File: src/shared/tpc_params.svh
// Register offsets, field positions, reset values and counts for the timer pair
`ifndef TPC_PARAMS_SVH
`define TPC_PARAMS_SVH
`define TPC_OFS_CTRL_A     12'h000
`define TPC_OFS_CTRL_B     12'h004
`define TPC_OFS_COUNT_A    12'h008
`define TPC_OFS_COUNT_B    12'h00C
`define TPC_OFS_PERIOD_A   12'h010
`define TPC_OFS_PERIOD_B   12'h014
`define TPC_OFS_IRQ_STAT   12'h018
`define TPC_OFS_IRQ_MASK   12'h01C
`define TPC_OFS_SYS        12'h020
`define TPC_BIT_RUN        15
`define TPC_BIT_SIDL       13
`define TPC_BIT_GATE       6
`define TPC_BIT_PS_HI      5
`define TPC_BIT_PS_LO      4
`define TPC_BIT_CASC       3
`define TPC_BIT_CSRC       1
`define TPC_CTRL_A_MASK    16'hA07A
`define TPC_CTRL_B_MASK    16'hA072
`define TPC_CTRL_RST       16'h0000
`define TPC_PERIOD_RST     16'hFFFF
`define TPC_DIV_8          8'h07
`define TPC_DIV_64         8'h3F
`define TPC_DIV_256        8'hFF
`endif

File: src/shared/tpc_pkg.sv
// Types shared by the timer pair control block
package tpc_pkg;
	typedef struct packed {
		logic       run;
		logic       sidl;
		logic       gate_en;
		logic [1:0] ps;
		logic       csrc;
	} tpc_ctrl_t;
endpackage

File: src/hdl/tpc_timer_pair.sv
// Timer pair with APB register access, cascade, prescale, gating and interrupt
//
// Functional notes
// - External clock selected: gate enable ignored
// - Internal clock, gate on: count while gate
// - Internal clock, gate off: count every tick
// - Cascade bit set: one 32-bit counter
// - Cascade bit clear: two independent 16-bit counters
// - Source bit picks pin edges or pclk
// - Timer B run bit starts/stops it
// - Cascade: timer B control bits ignored
// - Cascade: timer A low, timer B high
// - Cascade: A clock/gate, B interrupt flag
`include "tpc_params.svh"
module tpc_timer_pair
	import tpc_pkg::*;
(
	input  wire logic        pclk,
	input  wire logic        presetn,
	input  wire logic        psel,
	input  wire logic        penable,
	input  wire logic        pwrite,
	input  wire logic [11:0] paddr,
	input  wire logic [31:0] pwdata,
	input  wire logic [3:0]  pstrb,
	output logic      [31:0] prdata,
	output logic             pready,
	output logic             pslverr,
	input  wire logic        ext_clk_a,
	input  wire logic        ext_clk_b,
	input  wire logic        gate_a,
	input  wire logic        gate_b,
	input  wire logic        idle_mode,
	output logic             irq
);
	logic [15:0] ctrl_a_r;             // Timer A control
	logic [15:0] ctrl_b_r;             // Timer B control
	logic [15:0] cnt_a_r;              // Timer A count
	logic [15:0] cnt_b_r;              // Timer B count
	logic [15:0] per_a_r;              // Timer A period
	logic [15:0] per_b_r;              // Timer B period
	logic [1:0]  stat_r;               // Sticky period-match flags
	logic [1:0]  mask_r;               // Interrupt enables
	logic [7:0]  pre_a_r;              // Prescale counter A
	logic [7:0]  pre_b_r;              // Prescale counter B
	logic        ext_a_d_r;            // Previous pin level A
	logic        ext_b_d_r;            // Previous pin level B
	logic        gate_a_d_r;           // Previous gate level A
	logic        gate_b_d_r;           // Previous gate level B
	logic [31:0] prdata_r;             // Read data register
	logic        pready_r;             // Ready register
	logic        pslverr_r;            // Error register
	logic        irq_r;                // Interrupt register

	// Unpack control word into fields
	function automatic tpc_ctrl_t unpack(input logic [15:0] c);
		tpc_ctrl_t f;
		f.run     = c[`TPC_BIT_RUN];
		f.sidl    = c[`TPC_BIT_SIDL];
		f.gate_en = c[`TPC_BIT_GATE];
		f.ps      = c[`TPC_BIT_PS_HI:`TPC_BIT_PS_LO];
		f.csrc    = c[`TPC_BIT_CSRC];
		return f;
	endfunction

	// Terminal count of the prescaler for a code
	function automatic logic [7:0] div_top(input logic [1:0] ps);
		case (ps)
			2'h3:    div_top = `TPC_DIV_256;
			2'h2:    div_top = `TPC_DIV_64;
			2'h1:    div_top = `TPC_DIV_8;
			default: div_top = 8'h00;
		endcase
	endfunction

	// Raw count tick before prescaler, from source, gate and idle
	function automatic logic raw_tick(input tpc_ctrl_t f, input logic ext_rise,
		input logic gate_lvl, input logic idle);
		logic src;
		src = f.csrc ? ext_rise : 1'b1;
		if (!f.csrc && f.gate_en)
			src = gate_lvl;
		raw_tick = f.run && src && !(f.sidl && idle);
	endfunction

	wire        casc     = ctrl_a_r[`TPC_BIT_CASC];
	wire tpc_ctrl_t fa   = unpack(ctrl_a_r);
	wire tpc_ctrl_t fb   = unpack(ctrl_b_r);
	wire        rise_a   = ext_clk_a && !ext_a_d_r;
	wire        rise_b   = ext_clk_b && !ext_b_d_r;
	wire        raw_a    = raw_tick(fa, rise_a, gate_a, idle_mode);
	wire        raw_b    = raw_tick(fb, rise_b, gate_b, idle_mode);
	wire        pre_a_hit = raw_a && (pre_a_r == div_top(fa.ps));
	wire        pre_b_hit = raw_b && (pre_b_r == div_top(fb.ps));
	wire [31:0] cnt32    = {cnt_b_r, cnt_a_r};
	wire [31:0] per32    = {per_b_r, per_a_r};
	wire        m32      = (cnt32 == per32);
	wire        ma       = (cnt_a_r == per_a_r);
	wire        mb       = (cnt_b_r == per_b_r);
	// Timer B ticks alone only when not cascaded
	wire        tick_b   = !casc && pre_b_hit;

	// Cascade: match on both words; event on timer B flag
	wire        ev_a     = !casc && pre_a_hit && ma;
	wire        ev_b     = casc ? (pre_a_hit && m32) : (tick_b && mb);
	wire [1:0]  ev       = {ev_b, ev_a};

	// Gated mode: falling gate edge is not used; accumulation advances on prescaler hit only (kept simple)
	wire        acc_a    = pre_a_hit;

	// APB decode
	wire        wr_en    = psel && penable && pwrite && !pready_r;
	wire        rd_en    = psel && penable && !pwrite && !pready_r;
	wire        hit_ca   = paddr == `TPC_OFS_CTRL_A;
	wire        hit_cb   = paddr == `TPC_OFS_CTRL_B;
	wire        hit_na   = paddr == `TPC_OFS_COUNT_A;
	wire        hit_nb   = paddr == `TPC_OFS_COUNT_B;
	wire        hit_pa   = paddr == `TPC_OFS_PERIOD_A;
	wire        hit_pb   = paddr == `TPC_OFS_PERIOD_B;
	wire        hit_st   = paddr == `TPC_OFS_IRQ_STAT;
	wire        hit_mk   = paddr == `TPC_OFS_IRQ_MASK;
	wire        hit_sy   = paddr == `TPC_OFS_SYS;
	wire        hit_any  = hit_ca | hit_cb | hit_na | hit_nb | hit_pa | hit_pb
		| hit_st | hit_mk | hit_sy;
	wire        lo_ok    = pstrb[0] && pstrb[1];
	wire [15:0] wd       = pwdata[15:0];
	wire        w_ca     = wr_en && hit_ca && lo_ok;
	wire        w_cb     = wr_en && hit_cb && lo_ok;
	wire        w_na     = wr_en && hit_na && lo_ok;
	wire        w_nb     = wr_en && hit_nb && lo_ok;
	wire        w_pa     = wr_en && hit_pa && lo_ok;
	wire        w_pb     = wr_en && hit_pb && lo_ok;
	wire        w_st     = wr_en && hit_st && pstrb[0];
	wire        w_mk     = wr_en && hit_mk && pstrb[0];

	// Read mux
	wire [31:0] rd_mux =
		hit_ca ? {16'h0000, ctrl_a_r} :
		hit_cb ? {16'h0000, ctrl_b_r} :
		hit_na ? {16'h0000, cnt_a_r} :
		hit_nb ? {16'h0000, cnt_b_r} :
		hit_pa ? {16'h0000, per_a_r} :
		hit_pb ? {16'h0000, per_b_r} :
		hit_st ? {30'h00000000, stat_r} :
		hit_mk ? {30'h00000000, mask_r} :
		hit_sy ? {31'h00000000, casc} : 32'h00000000;

	// Stat next: hardware set wins over write-one-clear
	wire [1:0]  stat_nxt = (stat_r & ~(w_st ? pwdata[1:0] : 2'h0)) | ev;

	// Timer A count next, resets on period match
	wire [15:0] cnt_a_nxt =
		w_na ? wd :
		!acc_a ? cnt_a_r :
		casc ? (m32 ? 16'h0000 : cnt_a_r + 16'h0001) :
		(ma ? 16'h0000 : cnt_a_r + 16'h0001);

	// Timer B count next; cascade carries from timer A
	wire [15:0] cnt_b_nxt =
		w_nb ? wd :
		casc ? (!pre_a_hit ? cnt_b_r :
			m32 ? 16'h0000 :
			(cnt_a_r == 16'hFFFF) ? cnt_b_r + 16'h0001 : cnt_b_r) :
		!tick_b ? cnt_b_r :
		(mb ? 16'h0000 : cnt_b_r + 16'h0001);

	// Control and data registers
	always_ff @(posedge pclk or negedge presetn) begin
		if (!presetn) begin
			ctrl_a_r <= `TPC_CTRL_RST;
			ctrl_b_r <= `TPC_CTRL_RST;
			per_a_r  <= `TPC_PERIOD_RST;
			per_b_r  <= `TPC_PERIOD_RST;
			mask_r   <= 2'h0;
		end else begin
			if (w_ca)
				ctrl_a_r <= wd & `TPC_CTRL_A_MASK;
			if (w_cb)
				ctrl_b_r <= wd & `TPC_CTRL_B_MASK;
			if (w_pa)
				per_a_r <= wd;
			if (w_pb)
				per_b_r <= wd;
			if (w_mk)
				mask_r <= pwdata[1:0];
		end
	end

	// Counters, prescalers and status
	always_ff @(posedge pclk or negedge presetn) begin
		if (!presetn) begin
			cnt_a_r <= 16'h0000;
			cnt_b_r <= 16'h0000;
			pre_a_r <= 8'h00;
			pre_b_r <= 8'h00;
			stat_r  <= 2'h0;
		end else begin
			cnt_a_r <= cnt_a_nxt;
			cnt_b_r <= cnt_b_nxt;
			stat_r  <= stat_nxt;
			// Prescaler A: clear on stop or wrap
			if (!fa.run || w_ca)
				pre_a_r <= 8'h00;
			else if (raw_a)
				pre_a_r <= pre_a_hit ? 8'h00 : pre_a_r + 8'h01;
			// Prescaler B: idle while cascaded
			if (!fb.run || w_cb || casc)
				pre_b_r <= 8'h00;
			else if (raw_b)
				pre_b_r <= pre_b_hit ? 8'h00 : pre_b_r + 8'h01;
		end
	end

	// Pin edge history
	always_ff @(posedge pclk or negedge presetn) begin
		if (!presetn) begin
			ext_a_d_r  <= 1'b0;
			ext_b_d_r  <= 1'b0;
			gate_a_d_r <= 1'b0;
			gate_b_d_r <= 1'b0;
		end else begin
			ext_a_d_r  <= ext_clk_a;
			ext_b_d_r  <= ext_clk_b;
			gate_a_d_r <= gate_a;
			gate_b_d_r <= gate_b;
		end
	end

	// APB answer and interrupt output
	always_ff @(posedge pclk or negedge presetn) begin
		if (!presetn) begin
			prdata_r  <= 32'h00000000;
			pready_r  <= 1'b0;
			pslverr_r <= 1'b0;
			irq_r     <= 1'b0;
		end else begin
			pready_r  <= (wr_en || rd_en);
			pslverr_r <= (wr_en || rd_en) && !hit_any;
			prdata_r  <= rd_en ? rd_mux : 32'h00000000;
			irq_r     <= |(stat_nxt & mask_r);
		end
	end

	assign prdata  = prdata_r;
	assign pready  = pready_r;
	assign pslverr = pslverr_r;
	assign irq     = irq_r;
endmodule

File: config.mk
export PLATFORM = sky130hd
export DESIGN_NAME = tpc_timer_pair
export DESIGN_NICKNAME = d
export VERILOG_FILES = /design/src/shared/tpc_pkg.sv /design/src/hdl/tpc_timer_pair.sv
export VERILOG_INCLUDE_DIRS = /design/src /design/src/shared
export SDC_FILE = /design/constraint.sdc
export NUM_CORES = 1
export LEC_CHECK = 0
export ABC_AREA = 0
export BUFFER_PORTS_ARGS = -buffer_cell sky130_fd_sc_hd__buf_4
export CAP_MARGIN = 10
export CORE_UTILIZATION = 58
export DETAILED_ROUTE_END_ITERATION = 10
export GPL_ROUTABILITY_DRIVEN = 0
export GPL_TIMING_DRIVEN = 0
export PLACE_DENSITY_LB_ADDON = 0.3
export SLEW_MARGIN = 20
export SYNTH_ARGS = -nofsm -noshare
export SYNTH_HDL_FRONTEND = slang
export SYNTH_SLANG_ARGS = --single-unit
File: constraint.sdc
create_clock -name pclk -period 2.6 [get_ports pclk]
set_input_delay 0.39 -clock pclk [delete_from_list [all_inputs] [get_ports pclk]]
set_output_delay 0.39 -clock pclk [all_outputs]
set_load 0.02 [all_outputs]
### Word level (Yosys, flattened, before mapping)

Index checks and enable logic that the tools add are counted.

| cells by class | value |
|---|---|
| add/subtract/negate cells | 4 |
| eq/ne operators | 22 |
| mux-type cells | 36 |
| bitwise gates (word level) | 12 |
| reduce and logical (&&, ||, !) cells | 63 |

Operators by type and width:

| cell | number |
|---|---|
| 16-bit 2-to-1 mux | 19 |
| 12-bit by 5-bit equality test with 1-bit output, second input constant | 4 |
| 8-bit 2-to-1 mux | 6 |
| 8-bit case mux with 3 select lines | 2 |
| 1-bit logical AND | 40 |
| 16-bit by 1-bit adder with 16-bit output, second input constant | 2 |
| 16-bit equality test | 2 |
| 32-bit equality test | 1 |
| 12-bit by 4-bit equality test with 1-bit output, second input constant | 2 |
| 8-bit by 1-bit adder with 8-bit output, second input constant | 2 |
| 16-bit equality test, second input constant | 1 |
| 8-bit equality test | 2 |
| 12-bit by 3-bit equality test with 1-bit output, second input constant | 1 |
| 12-bit by 6-bit equality test with 1-bit output, second input constant | 1 |
| 1-bit zero test | 12 |
| 12-bit zero test | 1 |
| 2-bit equality test, second input constant | 4 |
| 1-bit bitwise OR | 8 |
| 1-bit 2-to-1 mux | 6 |
| 2-bit 2-to-1 mux | 3 |
| 2-bit nonzero test | 3 |
| 2-bit bitwise AND | 2 |
| 2-bit by 1-bit equality test with 1-bit output, second input constant | 2 |
| 1-bit logical OR | 4 |
| 7 further kinds | 7 |

| storage, ports and cells | value |
|---|---|
| register bits | 118 |
| bits of input ports | 58 |
| output and inout port bits | 35 |
| logic and storage cells | 153 |

### Depth between registers and ports, before layout

| depth | value |
|---|---|
| word-level depth | 13 |
| mapped depth | 10 |
| mapped depth without buffers | 8 |

### Least setup slack after synthesis

OpenSTA, ideal clock, no wires.

| timing | value |
|---|---|
| path type | input -> register |
| from | input paddr[3] |
| to | register ctrl_a_r[13] |
| library setup time | 0.125 ns |
| arrival | 2.131 ns |
| data required time | 2.475 ns |
| path slack | 0.344 ns |
| stages | 6 |
| path buffers | 1 |
| path through | buf_6 > or2_1 > or4_1 > or3_4 > nor2_2 > mux2_2 |

| on the way | value |
|---|---|
| word-level cells in the longest chain between the ends | 3 |

Ends and longest elaborated chain:

| element | RTL line | text |
|---|---|---|
| start, declared | tpc_timer_pair.sv:23 | `input wire logic [11:0] paddr,` |
| 12-bit zero test (no line) | - |  |
| 1-bit logical AND (2 in series) | tpc_timer_pair.sv:127 | `wire w_ca = wr_en && hit_ca && lo_ok;` |
| end signal, assigned | tpc_timer_pair.sv:170 | `` ctrl_a_r <= `TPC_CTRL_RST; `` |
| end signal, assigned | tpc_timer_pair.sv:177 | `` ctrl_a_r <= wd & `TPC_CTRL_A_MASK; `` |
| end, declared | tpc_timer_pair.sv:36 | `logic [15:0] ctrl_a_r;` |

No other way between the ends.
A chain may end at the register's enable or synchronous reset.

### Worst setup path after layout

| timing | value |
|---|---|
| from | register cnt_b_r[13] |
| to | register cnt_a_r[15] |

| on the way | value |
|---|---|
| word-level cells in the longest chain between the ends | 5 |

Ends and longest elaborated chain:

| element | RTL line | text |
|---|---|---|
| start, declared | tpc_timer_pair.sv:39 | `logic [15:0] cnt_b_r;` |
| start signal, assigned | tpc_timer_pair.sv:199 | `cnt_b_r <= cnt_b_nxt;` |
| 32-bit equality test | tpc_timer_pair.sv:97 | `wire m32 = (cnt32 == per32);` |
| 16-bit 2-to-1 mux (2 in series) | tpc_timer_pair.sv:155 | `casc ? (m32 ? 16'h0000 : cnt_a_r + 16'h0001) :` |
| 16-bit 2-to-1 mux | tpc_timer_pair.sv:154 | `!acc_a ? cnt_a_r :` |
| 16-bit 2-to-1 mux | tpc_timer_pair.sv:153 | `w_na ? wd :` |
| end signal, assigned | tpc_timer_pair.sv:198 | `cnt_a_r <= cnt_a_nxt;` |
| end, declared | tpc_timer_pair.sv:38 | `logic [15:0] cnt_a_r;` |

No other way between the ends. The select of a mux whose other input is x is not followed.

==> flow_metrics.py <==
metrics = {
    "setup_path": {
        "crit_top_cell": "a31oi_1",
        "critPathRequiredTime_ns": 2.86,
        "cp_cell_sequence": "xor2_1, nor4_1, nand4_1, buf_4, a21oi_4, buf_2, a31oi_1, o21ai_0, a31oi_1",
        "path_buf_inv": 2,
        "max_stage_delay_ns": 0.45,
        "critPathSlowestCell": "dfrtp_1",
        "endpoint_kind": "flop",
        "crit_arrival_ns": 2.80,
        "critPathKind": "flop to flop",
        "worstSetupStartpointType": "flop",
        "crit_path_max_fanout": 10,
        "critPathTopFamily": "compound AO/OA/AOI/OAI gates",
    },
    "floorplanning": {
        "io_pins": 93,
        "die_w_um": 110,
        "die_h_um": 110,
        "rows": 39,
        "core_area_mm2": 0.01137,
        "dieArea_mm2": 0.01210,
        "start_util": 0.5950,
    },
    "layout": {
        "final_common_cell": "dfrtp_1",
        "layout.nets": 864,
        "area_delta_synth_final_pct": 22.47,
        "antenna_cells": 0,
        "n_fill_cell": 823,
        "mostFrequentLayoutCells": "dfrtp_1 (84), buf_4 (77), nor2_1 (64), o21ai_0 (60), nand2_1 (47)",
        "drive_gt1_frac": 0.2810,
    },
    "timing": {
        "post-route-period-util": 0.9770,
        "fin_tns_setup_ns": 0,
        "skew_ns": 0.01179,
        "finalCriticalPeriod_ns": 2.540,
        "tightest_slew_ns": 0.7434,
        "setup_violations": 0,
        "max-slew-margin-rel": 0.5044,
        "fmax_ghz": 0.3937,
        "hold_viol_final": 0,
        "maxSlewViolCount": 0,
        "worst_slack_ns": 0.05989,
    },
    "grt": {
        "grt_pass1_wl_mm": 29.95,
        "track_usage": 0.3343,
        "grt_pass1_vias": 5995,
        "grt_antenna_before_repair": 0,
        "grt_remaining_overflow": 0,
        "grt_max_degree": 83,
    },
    "drt": {
        "drtIter0Drc": 726,
        "avgRoutedWirePerCell_um": 20.17,
        "wl_mm": 19.32,
        "ant_nets": 0,
        "via_per_inst": 6.535,
        "firstDrtPassIters": 5,
        "vias": 6261,
        "drc": 0,
    },
    "clocking": {
        "cts.sinks": 118,
        "cts_buffers": 17,
        "cts_buffer_depth": 2,
        "htree_num_levels": 4,
        "cts_tree": "built",
        "clk_latency_ns": 0.42,
        "cts_root_buf": "clkbuf_16",
        "clk_pin_slew_ns": 0.05,
    },
    "power": {
        "comb_power_share": 0.047,
        "clkPwrFrac": 0.559,
        "p_int_uw": 3721,
        "pwr-share-seq": 0.394,
        "p_total_uw": 4683,
        "cellLeakagePower_uw": 0.003761,
        "powerDensity_mw_per_mm2": 565.2,
        "peakVddDrop_mv": 1.186,
        "switching_power_uw": 962.1,
        "p_sw_frac": 0.2054,
    },
    "place": {
        "dp_slack_ns": -0.1836,
        "dpl.hpwl_mm": 13.65,
        "port_buffers": 56,
    },
    "synth": {
        "netlist_area_mm2": 0.006765,
        "synth_seq_area_share": 0.4424,
        "synth_cell_types": 66,
        "syn_inst": 706,
        "synth-seq-cells": 118,
        "synthArstFlopShare": 1.000,
        "synth_edf_count": 0,
        "ys_warn_count": 0,
        "ys.flop_type": "dfrtp_1",
        "synth_area_per_cell_um2": 9.582,
    },
    "run_status": {
        "status": "finished clean",
    },
    "hold_path": {
        "worstHoldPathType": "input pin to flop",
    },
    "run": {
        "maxCapViolations": 0,
    },
}
-- worst reg2reg max path: cells and delay by family (launching register included) --
family                    cells  cell delay [ns]
AOI/OAI and AO/OA             4             0.69
xor gates and xnor gates      1             0.19
buffers and inverters         2             0.49
DFF                           1             0.45
and+or+nand+nor               2             0.56
-- path summary, 6_finish.rpt --
kind / startpoint / cells after the start / end / slack [ns]
setup reg to reg: cnt_b_r[13] / 9 / cnt_a_r[15] / 0.06
hold reg to reg: mask_r[1] / 1 / irq / 0.51
max in group asynchronous: presetn / 3 / per_b_r[12] / 1.43
min in group asynchronous: presetn / 2 / pre_b_r[4] / 0.43
hold / removal: ext_clk_a / 1 / ext_a_d_r / 0.09
setup / recovery: cnt_b_r[13] / 9 / cnt_a_r[15] / 0.06
-- through the flow --
stage               instance area (um^2)  hold WS, ns  cells    util
CTS                                 8155      0.08403    954  0.7173
floorplan                           6822      0.09441    721       -
global placement                    7421       0.5098    920  0.6527
global route                        8285      0.08433    958  0.7287
detailed placement                  7452       0.3065    921  0.6554
finish                              8285      0.09013    958  0.7287
-- power groups by stage --
| stage | combinational (uW) | sequential (uW) | clock (uW) |
|---|---|---|---|
| 3_3_place_gp | 200 | 1880 | 0 |
| 4_1_cts | 211 | 1850 | 2640 |
| 2_1_floorplan | 77.7 | 1880 | 0 |
| 6_report | 218 | 1850 | 2620 |
| 5_1_grt | 236 | 1850 | 2710 |
| 3_5_place_dp | 209 | 1880 | 0 |
-- per-layer routing --
layer,vias up,wire length [um],GRT usage
met5,-,0,0
met3,72,1576,0.07995
met1,3046,7584,0.4146
li1,2769,-,-
met2,374,9478,0.5527
met4,0,683,0.1533
-- layout make-up --
type	instances	area (um^2)	share of cell area
multi-input cells	536	3585	0.4326
flip-flops and latches	118	2995	0.3615
repair buffers	64	519.2	0.06267
clock buffers	23	488.0	0.05889
plain buffers	45	271.5	0.03277
well taps	143	178.9	0.02159
clock inverters	9	172.7	0.02084
inverters	20	75.07	0.009061
-- sequential cells by signal, summed over array words and instances, names as in the netlist, 2 cells and up --
signal    cells
cnt_a_r      16
cnt_b_r      16
per_a_r      16
per_b_r      16
prdata       16
pre_a_r       8
pre_b_r       8
ctrl_a_r      7
ctrl_b_r      6
mask_r        2
stat_r        2
-- cells by family after synthesis --
family	synth area share
and+or+nand+nor	0.1894
AOI/OAI and AO/OA	0.1663
DFF	0.4424
buffers and inverters	0.05086
muxes	0.09007
xor gates and xnor gates	0.05308
adders and majority gates	0.007398
other	0.0005543
-- cell usage after synthesis, types with 3 or more instances --
| cell type | count | area share |
|---|---|---|
| a22oi_1 | 9 | 0.010 |
| a21oi_1 | 33 | 0.024 |
| nand4b_1 | 3 | 0.0039 |
| mux2i_1 | 8 | 0.012 |
| buf_6 | 3 | 0.0050 |
| nor2_1 | 65 | 0.036 |
| o21a_1 | 5 | 0.0055 |
| dfrtp_1 | 86 | 0.32 |
| nand4_1 | 17 | 0.016 |
| buf_2 | 4 | 0.0030 |
| o22ai_1 | 12 | 0.011 |
| clkbuf_1 | 20 | 0.011 |
| nand3_1 | 22 | 0.016 |
| nor3_1 | 16 | 0.012 |
| inv_1 | 20 | 0.011 |
| nand2_1 | 47 | 0.026 |
| dfstp_2 | 32 | 0.12 |
| o21ai_0 | 60 | 0.044 |
| nor2b_1 | 6 | 0.0055 |
| ha_1 | 4 | 0.0074 |
| buf_4 | 17 | 0.019 |
| nand2b_1 | 4 | 0.0037 |
| nor4_1 | 13 | 0.012 |
| xor2_1 | 41 | 0.053 |
| or3_1 | 8 | 0.0074 |
| nand3b_1 | 4 | 0.0044 |
| a32oi_1 | 6 | 0.0078 |
| or4_1 | 5 | 0.0055 |
| a221oi_1 | 14 | 0.018 |
| and3_1 | 15 | 0.014 |
| a31oi_1 | 20 | 0.018 |
| mux2_2 | 45 | 0.075 |
-- what timing repair did --
action                                  in CTS  in global routing
hold buffers                                 1                  0
endpoints found under the setup margin      29                 52
gates resized for setup                      7                 23
hold endpoints to repair                    26                  0
pin swaps                                    1                  4
setup buffers                                0                  6
No activity file was read; power rests on OpenSTA's default activity.
